===== src/hw/imas_map.svh =====
`ifndef IMAS_MAP_SVH
`define IMAS_MAP_SVH

// ==========================================================
// Register byte offsets
`define IMAS_OFF_CTRL2   8'h00
`define IMAS_OFF_BAUD    8'h04
`define IMAS_OFF_BUF     8'h08
`define IMAS_OFF_STAT    8'h0c
`define IMAS_OFF_CON3    8'h10

// ==========================================================
// Field positions, control_reg_two
`define IMAS_C2_START    0
`define IMAS_C2_RSTART   1
`define IMAS_C2_STOP     2
`define IMAS_C2_RCV      3
`define IMAS_C2_ACKLVL   4

// Field positions, status
`define IMAS_ST_WRITE_COLLISION_FLAG     0
`define IMAS_ST_BCOL     1
`define IMAS_ST_BUSY     2
`define IMAS_ST_ACK      3
`define IMAS_ST_RXAV     4

// Field position, serial_port_control_three
`define IMAS_C3_ACKT     7

// ==========================================================
// Reset values and counts
`define IMAS_RST_CTRL2   5'h00
`define IMAS_RST_BAUD    8'h00
`define IMAS_RST_CON3    7'h00
`define IMAS_BIT_LAST    4'h8

`endif


===== src/hw/imas_pkg.sv =====
package imas_pkg;

  // ==========================================================
  // Sequencer states
  typedef enum logic [3:0] {
    s_idle = 4'b0000,
    s_st1  = 4'b0001,
    s_st2  = 4'b0010,
    s_rs1  = 4'b0011,
    s_rs2  = 4'b0100,
    s_lo   = 4'b0101,
    s_hi   = 4'b0110,
    s_push = 4'b0111,
    s_sp1  = 4'b1000,
    s_sp2  = 4'b1001,
    s_sp3  = 4'b1010
  } imas_state_t;

  // ==========================================================
  // Module state records
  typedef struct packed {
    imas_state_t st;
    logic [4:0]  ctrl2;
    logic [7:0]  baud;
    logic [6:0]  con3;
    logic        write_collision_flag;
    logic        bcol;
    logic        ack_seen;
    logic        ackt;
    logic        rx_mode;
    logic        seen;
    logic        scl_oe;
    logic        sda_oe;
    logic [7:0]  shreg;
    logic [3:0]  bitcnt;
    logic        ad_sel;
    logic        ad_wr;
    logic [7:0]  ad_addr;
    logic [31:0] hrdata;
  } imas_top_t;

  typedef struct packed {
    logic [7:0] cnt;
  } imas_brg_t;

  typedef struct packed {
    logic [7:0] head;
    logic [7:0] tail;
    logic [1:0] cnt;
  } imas_buf_t;

endpackage


===== src/hw/imas_strm_if.sv =====
`timescale 1ns/1ps

// ==========================================================
// Byte stream with valid and ready
interface imas_strm_if;
  logic       valid;
  logic       ready;
  logic [7:0] data;

  modport src (output valid, output data, input ready);
  modport snk (input valid, input data, output ready);
endinterface


===== src/hw/imas_brg.sv =====
`timescale 1ns/1ps

// ==========================================================
// Baud rate generator: down counter with reload and hold
module imas_brg
  import imas_pkg::*;
(
  // Clock and reset
  input  wire logic       hclk,
  input  wire logic       hresetn,
  // Control
  input  wire logic       load,
  input  wire logic       hold,
  input  wire logic [7:0] reload,
  // Status
  output logic            zero
);

  imas_brg_t q;
  imas_brg_t n;

  // Next count: load wins, hold freezes, rollover reloads
  always_comb begin
    n = q;
    if (load) begin
      n.cnt = reload;
    end else if (!hold) begin
      if (q.cnt == 8'h00) begin
        n.cnt = reload;
      end else begin
        n.cnt = q.cnt - 8'h01;
      end
    end
  end

  // State register
  always_ff @(posedge hclk or negedge hresetn) begin
    if (!hresetn) begin
      q <= '0;
    end else begin
      q <= n;
    end
  end

  assign zero = (q.cnt == 8'h00);

endmodule


===== src/hw/imas_buf.sv =====
`timescale 1ns/1ps

// ==========================================================
// Two-entry buffer for received bytes
module imas_buf
  import imas_pkg::*;
(
  // Clock and reset
  input  wire logic hclk,
  input  wire logic hresetn,
  // Filling side
  imas_strm_if.snk  wr,
  // Draining side
  imas_strm_if.src  rd
);

  imas_buf_t q;
  imas_buf_t n;
  logic      push;
  logic      pop;

  // Handshakes
  assign wr.ready = (q.cnt != 2'd2);
  assign rd.valid = (q.cnt != 2'd0);
  assign rd.data  = q.head;
  assign push     = wr.valid && wr.ready;
  assign pop      = rd.valid && rd.ready;

  // Head always holds the oldest byte
  always_comb begin
    n = q;
    if (push && pop) begin
      if (q.cnt == 2'd1) begin
        n.head = wr.data;
      end else begin
        n.head = q.tail;
        n.tail = wr.data;
      end
    end else if (pop) begin
      n.head = q.tail;
      n.cnt  = q.cnt - 2'd1;
    end else if (push) begin
      if (q.cnt == 2'd0) begin
        n.head = wr.data;
      end else begin
        n.tail = wr.data;
      end
      n.cnt = q.cnt + 2'd1;
    end
  end

  // State register
  always_ff @(posedge hclk or negedge hresetn) begin
    if (!hresetn) begin
      q <= '0;
    end else begin
      q <= n;
    end
  end

endmodule


===== src/hw/imas_top.sv =====
// Notes on behaviour
// - While SCL is released, the baud counter holds until SCL reads high.
// - Once SCL reads high, the baud counter reloads from the reload value and runs.
// - SCL high lasts at least one full baud rollover, even after stretching.
// - Buffer write while a sequence runs sets write collision and is dropped.
// - Low five command bits ignore writes while a start is in progress.
// - Stop drives SDA low, releases SCL, waits SCL high, counts, releases SDA, counts again, then samples SDA.
// - Stop: SDA still low after its release and the count flags collision.
// - Stop: SCL low after it reads high, before SDA floats, flags collision.
`timescale 1ns/1ps
`include "imas_map.svh"

module imas_top
  import imas_pkg::*;
(
  // Clock and reset
  input  wire logic        hclk,
  input  wire logic        hresetn,
  // AHB-Lite slave
  input  wire logic        hsel,
  input  wire logic [31:0] haddr,
  input  wire logic [1:0]  htrans,
  input  wire logic        hwrite,
  input  wire logic [2:0]  hsize,
  input  wire logic [31:0] hwdata,
  input  wire logic        hready,
  output logic [31:0]      hrdata,
  output logic             hreadyout,
  output logic             hresp,
  // Clock line, open drain
  input  wire logic        scl_in,
  output logic             scl_out,
  output logic             scl_oe,
  // Data line, open drain
  input  wire logic        sda_in,
  output logic             sda_out,
  output logic             sda_oe
);

  // ==========================================================
  // Declarations
  imas_top_t   q;
  imas_top_t   n;
  logic        brg_load;
  logic        brg_hold;
  logic        brg_zero;
  logic        push_v;
  logic        pop_r;
  logic        wr_buf;
  logic        coll;
  logic        rel;
  logic        tmo;
  imas_strm_if rx_in ();
  imas_strm_if rx_out ();

  // Line pull for a bit slot: receiver acks in slot nine, transmitter sends MSB
  function automatic logic bit_drive(input logic rx, input logic [3:0] cnt,
                                     input logic [7:0] sh, input logic ack);
    return (cnt == `IMAS_BIT_LAST) ? (rx && !ack) : (!rx && !sh[7]);
  endfunction

  // Start or restart under way
  function automatic logic start_busy(input imas_state_t s);
    return (s == s_st1) || (s == s_st2) || (s == s_rs1) || (s == s_rs2);
  endfunction

  // Read data for one register
  function automatic logic [31:0] rd_word(input logic [7:0] a);
    logic [31:0] w;
    w = 32'h0000_0000;
    case (a)
      `IMAS_OFF_CTRL2: w[4:0] = q.ctrl2;
      `IMAS_OFF_BAUD:  w[7:0] = q.baud;
      `IMAS_OFF_BUF:   w[7:0] = rx_out.data;
      `IMAS_OFF_STAT: begin
        w[`IMAS_ST_WRITE_COLLISION_FLAG] = q.write_collision_flag;
        w[`IMAS_ST_BCOL] = q.bcol;
        w[`IMAS_ST_BUSY] = (q.st != s_idle);
        w[`IMAS_ST_ACK]  = q.ack_seen;
        w[`IMAS_ST_RXAV] = rx_out.valid;
      end
      `IMAS_OFF_CON3: begin
        w[6:0]           = q.con3;
        w[`IMAS_C3_ACKT] = q.ackt;
      end
      default: w = 32'h0000_0000;
    endcase
    return w;
  endfunction

  // ==========================================================
  // Submodules
  imas_brg u_brg (
    .hclk    (hclk),
    .hresetn (hresetn),
    .load    (brg_load),
    .hold    (brg_hold),
    .reload  (q.baud),
    .zero    (brg_zero)
  );

  imas_buf u_buf (
    .hclk    (hclk),
    .hresetn (hresetn),
    .wr      (rx_in),
    .rd      (rx_out)
  );

  // Buffer connections
  assign rx_in.valid  = push_v;
  assign rx_in.data   = q.shreg;
  assign rx_out.ready = pop_r;

  // ==========================================================
  // Next state
  always_comb begin
    n        = q;
    brg_load = 1'b0;
    brg_hold = 1'b0;
    push_v   = 1'b0;
    pop_r    = 1'b0;
    wr_buf   = 1'b0;
    coll     = 1'b0;

    // Address phase capture, read data registered for the data phase
    n.ad_sel  = hsel && hready && htrans[1];
    n.ad_wr   = hwrite;
    n.ad_addr = haddr[7:0];
    if (n.ad_sel && !hwrite) begin
      n.hrdata = rd_word(haddr[7:0]);
      pop_r    = (haddr[7:0] == `IMAS_OFF_BUF);
    end

    // Data phase writes; status clears come before hardware sets
    if (q.ad_sel && q.ad_wr) begin
      case (q.ad_addr)
        `IMAS_OFF_CTRL2: begin
          if (!start_busy(q.st)) begin
            n.ctrl2 = hwdata[4:0];
          end
        end
        `IMAS_OFF_BAUD: n.baud = hwdata[7:0];
        `IMAS_OFF_STAT: begin
          n.write_collision_flag = q.write_collision_flag && !hwdata[`IMAS_ST_WRITE_COLLISION_FLAG];
          n.bcol = q.bcol && !hwdata[`IMAS_ST_BCOL];
        end
        `IMAS_OFF_CON3: n.con3 = hwdata[6:0];
        `IMAS_OFF_BUF:  wr_buf = 1'b1;
        default: ;
      endcase
    end

    // Clock arbitration: count only once released SCL reads high
    rel = (q.st == s_hi) || (q.st == s_rs2) || (q.st == s_sp2);
    tmo = rel && q.seen && brg_zero;
    if (rel && !q.seen) begin
      brg_hold = 1'b1;
      if (scl_in) begin
        n.seen   = 1'b1;
        brg_load = 1'b1;
      end
    end

    // Sequencer
    case (q.st)
      s_idle: begin
        if (q.ctrl2[`IMAS_C2_START]) begin
          n.sda_oe = 1'b1;
          n.st     = s_st1;
          brg_load = 1'b1;
        end else if (q.ctrl2[`IMAS_C2_RSTART]) begin
          n.sda_oe = 1'b0;
          n.st     = s_rs1;
          brg_load = 1'b1;
        end else if (q.ctrl2[`IMAS_C2_STOP]) begin
          n.scl_oe = 1'b1;
          n.sda_oe = 1'b1;
          n.st     = s_sp1;
          brg_load = 1'b1;
        end else if (q.ctrl2[`IMAS_C2_RCV]) begin
          n.rx_mode = 1'b1;
          n.bitcnt  = 4'h0;
          n.scl_oe  = 1'b1;
          n.sda_oe  = bit_drive(1'b1, 4'h0, q.shreg, q.ctrl2[`IMAS_C2_ACKLVL]);
          n.st      = s_lo;
          brg_load  = 1'b1;
        end
      end
      s_st1: begin
        if (brg_zero) begin
          n.scl_oe = 1'b1;
          n.st     = s_st2;
          brg_load = 1'b1;
        end
      end
      s_st2: begin
        if (brg_zero) begin
          n.ctrl2[`IMAS_C2_START]  = 1'b0;
          n.ctrl2[`IMAS_C2_RSTART] = 1'b0;
          n.st                     = s_idle;
        end
      end
      s_rs1: begin
        if (brg_zero) begin
          n.scl_oe = 1'b0;
          n.seen   = 1'b0;
          n.st     = s_rs2;
          brg_load = 1'b1;
        end
      end
      s_rs2: begin
        if (tmo) begin
          n.sda_oe = 1'b1;
          n.st     = s_st1;
          brg_load = 1'b1;
        end
      end
      s_lo: begin
        if (brg_zero) begin
          n.scl_oe = 1'b0;
          n.seen   = 1'b0;
          n.st     = s_hi;
          brg_load = 1'b1;
        end
      end
      s_hi: begin
        if (tmo) begin
          n.scl_oe = 1'b1;
          if (q.bitcnt == `IMAS_BIT_LAST) begin
            n.ack_seen = sda_in;
            n.ackt     = 1'b0;
            n.sda_oe   = 1'b0;
            n.st       = q.rx_mode ? s_push : s_idle;
          end else begin
            n.shreg  = {q.shreg[6:0], sda_in};
            n.bitcnt = q.bitcnt + 4'h1;
            n.ackt   = (n.bitcnt == `IMAS_BIT_LAST);
            n.sda_oe = bit_drive(q.rx_mode, n.bitcnt, n.shreg,
                                 q.ctrl2[`IMAS_C2_ACKLVL]);
            n.st     = s_lo;
            brg_load = 1'b1;
          end
        end
      end
      s_push: begin
        // SCL stays low until the buffer takes the byte
        push_v = 1'b1;
        if (rx_in.ready) begin
          n.ctrl2[`IMAS_C2_RCV] = 1'b0;
          n.rx_mode             = 1'b0;
          n.st                  = s_idle;
        end
      end
      s_sp1: begin
        if (brg_zero && !sda_in) begin
          n.scl_oe = 1'b0;
          n.seen   = 1'b0;
          n.st     = s_sp2;
          brg_load = 1'b1;
        end
      end
      s_sp2: begin
        if (q.seen && !scl_in) begin
          coll = 1'b1;
        end else if (tmo) begin
          n.sda_oe = 1'b0;
          n.st     = s_sp3;
          brg_load = 1'b1;
        end
      end
      s_sp3: begin
        if (!scl_in) begin
          coll = 1'b1;
        end else if (brg_zero) begin
          if (!sda_in) begin
            coll = 1'b1;
          end else begin
            n.ctrl2[`IMAS_C2_STOP] = 1'b0;
            n.st                   = s_idle;
          end
        end
      end
      default: n.st = s_idle;
    endcase

    // Collision: free both lines and abandon the sequence
    if (coll) begin
      n.scl_oe     = 1'b0;
      n.sda_oe     = 1'b0;
      n.st         = s_idle;
      n.bcol       = 1'b1;
      n.ctrl2[3:0] = 4'h0;
      n.rx_mode    = 1'b0;
      n.ackt       = 1'b0;
    end

    // Buffer write: start a transmit or flag the collision
    if (wr_buf) begin
      if ((q.st != s_idle) || (|q.ctrl2[3:0])) begin
        n.write_collision_flag = 1'b1;
      end else begin
        n.shreg   = hwdata[7:0];
        n.rx_mode = 1'b0;
        n.bitcnt  = 4'h0;
        n.scl_oe  = 1'b1;
        n.sda_oe  = bit_drive(1'b0, 4'h0, hwdata[7:0], 1'b0);
        n.st      = s_lo;
        brg_load  = 1'b1;
      end
    end
  end

  // ==========================================================
  // State register
  always_ff @(posedge hclk or negedge hresetn) begin
    if (!hresetn) begin
      q       <= '0;
      q.ctrl2 <= `IMAS_RST_CTRL2;
      q.baud  <= `IMAS_RST_BAUD;
      q.con3  <= `IMAS_RST_CON3;
    end else begin
      q <= n;
    end
  end

  // ==========================================================
  // Outputs
  assign hrdata    = q.hrdata;
  assign hreadyout = 1'b1;
  assign hresp     = 1'b0;
  assign scl_out   = 1'b0;
  assign sda_out   = 1'b0;
  assign scl_oe    = q.scl_oe;
  assign sda_oe    = q.sda_oe;

endmodule


===== config.mk =====
export PLATFORM = sky130hd
export DESIGN_NAME = imas_top
export DESIGN_NICKNAME = d
export VERILOG_FILES = /design/src/hw/imas_pkg.sv /design/src/hw/imas_strm_if.sv /design/src/hw/imas_brg.sv /design/src/hw/imas_buf.sv /design/src/hw/imas_top.sv
export VERILOG_INCLUDE_DIRS = /design/src /design/src/hw
export SDC_FILE = /design/constraint.sdc
export NUM_CORES = 1
export LEC_CHECK = 0
export BUFFER_PORTS_ARGS = -buffer_cell sky130_fd_sc_hd__buf_2
export CAP_MARGIN = 30
export CORE_MARGIN = 1
export CORE_UTILIZATION = 55
export DETAILED_ROUTE_END_ITERATION = 16
export GPL_TIMING_DRIVEN = 0
export PLACE_DENSITY = 0.8
export SYNTH_ARGS = -nofsm -noshare
export SYNTH_HDL_FRONTEND = slang
export SYNTH_SLANG_ARGS = --single-unit

===== constraint.sdc =====
create_clock -name hclk -period 2.41 [get_ports hclk]
set_input_delay 0.482 -clock hclk [delete_from_list [all_inputs] [get_ports hclk]]
set_output_delay 0.482 -clock hclk [all_outputs]
set_load 0.01 [all_outputs]

Word-level counts from Yosys, hierarchy flattened
Index checks and enable logic that the tools add are counted.
- flip-flop bits (word level): 88
- bits of input ports: 76
- output and inout port bits: 38
- logic and storage cells: 236
- $add $sub $neg: 4
- eq/ne operators: 26
- multiplexer cells: 122
- bitwise gates (word level): 2
- reductions and logical operators: 59
- operators by type and width (operator ; number):
    two-way mux 4 bit ; 27
    two-way mux 8 bit ; 11
    two-way mux 1 bit ; 54
    case mux 4 bit (11 select lines) ; 1
    two-way mux 14 bit ; 3
    == test 8 x 4 -> 1 bit, second input constant ; 4
    case mux 5 bit (5 select lines) ; 1
    logical NOT 8 bit ; 3
    two-way mux 21 bit ; 1
    == test 4 bit, second input constant ; 5
    two-way mux 2 bit ; 10
    two-way mux 18 bit ; 1
    == test 4 x 3 -> 1 bit, second input constant ; 4
    == test 8 x 3 -> 1 bit, second input constant ; 2
    == test 8 x 5 -> 1 bit, second input constant ; 2
    logical AND 1 bit ; 16
    two-way mux 16 bit ; 1
    nonzero test 2 bit ; 7
    two-way mux 12 bit ; 1
    AND reduction 2 bit ; 6
    logical NOT 1 bit ; 10
    case mux 3 bit (3 select lines) ; 1
    == test 4 x 2 -> 1 bit, second input constant ; 2
    != test 2 bit, second input constant ; 4
    other kinds (25) ; 36

Longest topological paths before layout
- word-level depth: 13
- gate-level depth with buffers: 10
- gate-level depth less buffers: 10

By module
A second synthesis with hierarchy kept.
- cells, all modules: 574
- area, all modules: 5366.4 um^2
- modules (own cells, without submodules) (module ; times used ; cells each ; area each (um^2) ; seq. area each (um^2)):
    imas_top ; 1 ; 418 ; 3834.9 ; 1551.5
    imas_buf ; 1 ; 95 ; 984.7 ; 450.4
    imas_brg ; 1 ; 61 ; 546.8 ; 200.2

Worst setup path before layout
OpenSTA, ideal clock, no wires.
- path kind: input to register
- start: input port haddr[2]
- end: register u_buf.q[2] (netlist bit)
- setup time: 125 ps
- arrival: 2447 ps
- data required time: 2285 ps
- slack: -162 ps
- stages on the path: 7
- buffers on the path: 1
- cells stage by stage: buf_6 or4b_4 nor4_4 ha_1 nand2b_1 a21oi_4 mux2_2
- cells in the longest elaborated chain, start to end: 6
- elaborated cells between the ends (all ways): 10
- classes of those cells: eq/ne: 4; mux: 2; reduce/logical: 4
- RTL lines (element ; RTL line ; source):
    start: declaration ; imas_top.sv:21 ; input wire logic [31:0] haddr,
    == test 8 x 4 -> 1 bit (*) ; -- ;
    two-way mux 1 bit (*) ; imas_top.sv:129 ; if (n.ad_sel && !hwrite) begin
    logical AND 1 bit (*) ; imas_buf.sv:27 ; assign pop = rd.valid && rd.ready;
    logical AND 1 bit ; imas_buf.sv:32 ; if (push && pop) begin
    != test 2 bit (no source line) (tied with other cells) ; -- ;
    AND reduction 4 bit (no source line) ; -- ;
    end signal: assignment ; imas_buf.sv:57 ; q <= n;
    end: declaration ; imas_buf.sv:17 ; imas_buf_t q;
Every way passes the cells marked *; elsewhere a longest branch is shown, timed or not.
A chain may end at the register's enable or synchronous reset.

Worst setup path after layout
- start: input port haddr[4]
- end: register u_buf.q[2] (netlist bit)
The elaborated chain is that of the path after synthesis.

==> results.md <==
- Row count: 35
- Die span in x: 100 µm
- Number of flip-flops and latches in the synthesized netlist: 88
- Tightest Pin Transition: 596 ps
- Total of warnings raised by yosys: 0
- Fraction of layout cells with a size suffix above 1: 29.1%
- Total of max-cap violations: 0
- Endpoint kind of the worst setup timing path: flip-flop
- Register-to-Register Setup Slack: 60 ps
- Global-route wire length before repair: 20,800 µm
- Data arrival at the endpoint of the critical path: 2600 ps
- Worst-case vdd ir drop: 0.000312 V
- CTS Buffer Depth: 2
- Drt first pass iters: 5
- Area added between synthesis and finish: 14.3%
- Vias in the first global route: 4,119
- Final ANT Viol Nets: 0
- Design area: 6090 µm²
- Post-detailed-route DRC marker count: 0
- Routed wirelength normalized by instance count: 17.5 µm
- Pins over their slew limit: 0
- Final setup TNS: 0 ps
- Layout Nets: 691
- Synth Cell Area: 5330 µm²
- Initial antenna violation count: 0
- Final Util: 65.3%
- Required @ worst endpoint: 2650 ps
- Skew final: 15.7 ps
- I/O pin count: 114
- Critical Path Source Type: input port
- Minimum clock period after layout: 2360 ps
- Fmax achieved: 424 MHz
- CTS Root Cell: clkbuf_8
- Leakage power figure: 2.72 nW
- Final hold violation count: 0
- Pin count of the biggest net entering global routing: 59
- Count of port buffers added during placement: 32
- Combined global-route utilization of all metal layers: 26.9%
- Die Height: 100 µm
- Worst reg2reg startpoint: q[85]
- Initial standard-cell utilization of the core: 57.1%
- Length in cells of the worst reg-to-reg path: 8
- Largest fanout of any net on the critical path: 8
- Main area contributors after synthesis: dfrtp_1 (41%), mux2i_1 (6.4%), buf_4 (5.4%)
- Number of buffers created by CTS: 9
- Power per unit of standard cell area: 562 nW/µm²
- Dpl hpwl: 9630 µm
- Most instantiated cells after synthesis: dfrtp_1 (88), nor2_1 (49), nand2_1 (40)
- Fraction of registers with async set or reset after synthesis: 100%
- Later-pin clock latency in the skew report: 360 ps
- Result of the run: complete, no violations
- Total wire length after detailed routing: 13,000 µm
- Max transition margin: 60.0%
- Post-synth EDFFs: 0
- CTS HTree Levels: 3
- Synth unique cells: 80
- GPL Wtd Cong: 0.903
- Type of the most critical hold path: in2async
- Mean number of vias per cell: 5.72
- Final antenna diode count: 0
- Crit Reg-Reg Endpoint: u_buf.q[2]
- Overflow after GRT: 0
- Largest area contributor in the synthesized netlist: dfrtp_1
- TritonCTS clock tree: yes
- Sinks on Clock Net: 88
- Number of failing setup endpoints in the final timing report: 0
- Critical path class: in2reg
- Core Area: 9330 µm²
- Fin crit share: 97.8%
- Sequential-to-total area share from yosys stat: 41.3%
- Via Count: 4,231
- Fraction of synthesized cell area taken by the top area cell type: 41.3%
- Synth Area per Inst: 10.1 µm²
- Most used flip-flop cell after synthesis: dfrtp_1
- Final hold slack: 47.8 ps
- Library cell with the highest instance count after synthesis: dfrtp_1
- Clock slew at the register clock pins of the worst setup and hold paths: 90 ps
- Number of standard cells after synthesis: 528
- DP Area: 5790 µm²
- Drt first-iter violations: 330
- Die Footprint: 10,100 µm²
- Number of fill cells: 769
-- through the flow --
stage | setup WS (ps) | power, mW | std cells
floorplan | -137 | 2.16 | 554
global placement | -421 | 2.33 | 715
detailed placement | -462 | 2.36 | 716
CTS | 18.1 | 3.43 | 733
global route | -5.88 | 3.58 | 740
finish | 52.5 | 3.43 | 740
-- worst max-delay path by stage --
stage,from,endpoint,slack (ps),cells after the start
after floorplan,haddr[2],u_buf.q[2],-140,7
after global placement,haddr[4],u_buf.q[2],-420,8
after detailed placement,haddr[4],u_buf.q[4],-460,8
after CTS,u_brg.q[0],sda_oe,20,8
after global routing,haddr[4],u_buf.q[2],-6,9
final,haddr[4],u_buf.q[2],50,9
-- report_power, final --
| group | switching (mW) | internal (mW) | total (mW) | leakage, nW |
|---|---|---|---|---|
| logic | 0.343 | 0.267 | 0.610 | 1.51 |
| registers | 0.135 | 1.59 | 1.73 | 1.11 |
| clock network | 0.590 | 0.502 | 1.09 | 0.103 |
| total | 1.07 | 2.36 | 3.43 | 2.72 |
-- placed cells by master (no fill, tap or decap), drive strengths merged, types with 4 or more instances in the layout --
cell type,synthesis,layout
a211oi,7,7
a21oi,34,34
a22oi,5,5
a31oi,8,8
and3,4,4
buf,53,93
clkbuf,8,17
conb,2,28
dfrtp,88,88
ha,9,9
inv,21,26
mux2,24,24
mux2i,34,34
nand2,41,41
nand2b,6,6
nand3,10,10
nand3b,4,4
nor2,54,55
nor2b,6,6
nor3,12,12
nor4,5,5
nor4b,4,4
o21ai,29,29
or3,8,8
or4,4,4
-- sequential cells by signal, indices dropped and copies added (netlist names) --
name,count
scl_oe,1
u_buf.q,10
q,44
sda_oe,1
u_buf.rd.data,8
hrdata,8
u_brg.q,8
rx_in.data,8
-- routing by layer --
layer / vias up / part of all wire (%) / GRT usage, %
met2: 143 / 49 / 43.7
met5: - / 0 / 0
li1: 1998 / - / -
met4: 0 / 1.4 / 7.36
met1: 2066 / 44 / 37.1
met3: 24 / 5.5 / 4.67
-- cells by family (layout without fill, tap and decap cells) --
group / after synthesis / after routing / synth area share (%)
mux: 58 / 58 / 11.5
compound gates: 114 / 114 / 15.1
flops: 88 / 88 / 41.3
fa+ha+maj: 9 / 9 / 2.11
other cells: 2 / 28 / 0.141
simple gates: 173 / 174 / 20.1
buf+inv: 82 / 138 / 9.39
xor+xnor: 2 / 2 / 0.329
-- final cells by class --
class                      count  area, µm²  share of cell area, %
tap                          129        161                   2.65
timing repair buffer          40        255                   4.19
multi-input combinational    385       2770                   45.4
clock inverter                 7       83.8                   1.38
inverter                      21       78.8                   1.29
buffer                        61        422                   6.92
sequential                    88       2200                   36.1
clock buffer                   9        124                   2.03
-- worst max-delay path, stage by stage --
cell	delay (ps)
buf_2	110
buf_2	190
or4b_4	540
nor4_4	300
ha_2	260
nand2b_4	80
a21oi_4	170
buf_12	140
mux2_2	320
-- what timing repair did --
| action | 4_1_cts | 5_1_grt |
|---|---|---|
| buffers inserted | 1 | 6 |
| hold buffers | 0 | 0 |
| cloned | 0 | 1 |
| setup endpoints to repair | 8 | 15 |
| pin swaps | 1 | 4 |
| endpoints found under the hold margin | 0 | 0 |
| resized for setup | 0 | 4 |
Note: power is estimated with default switching activity, not from simulation.
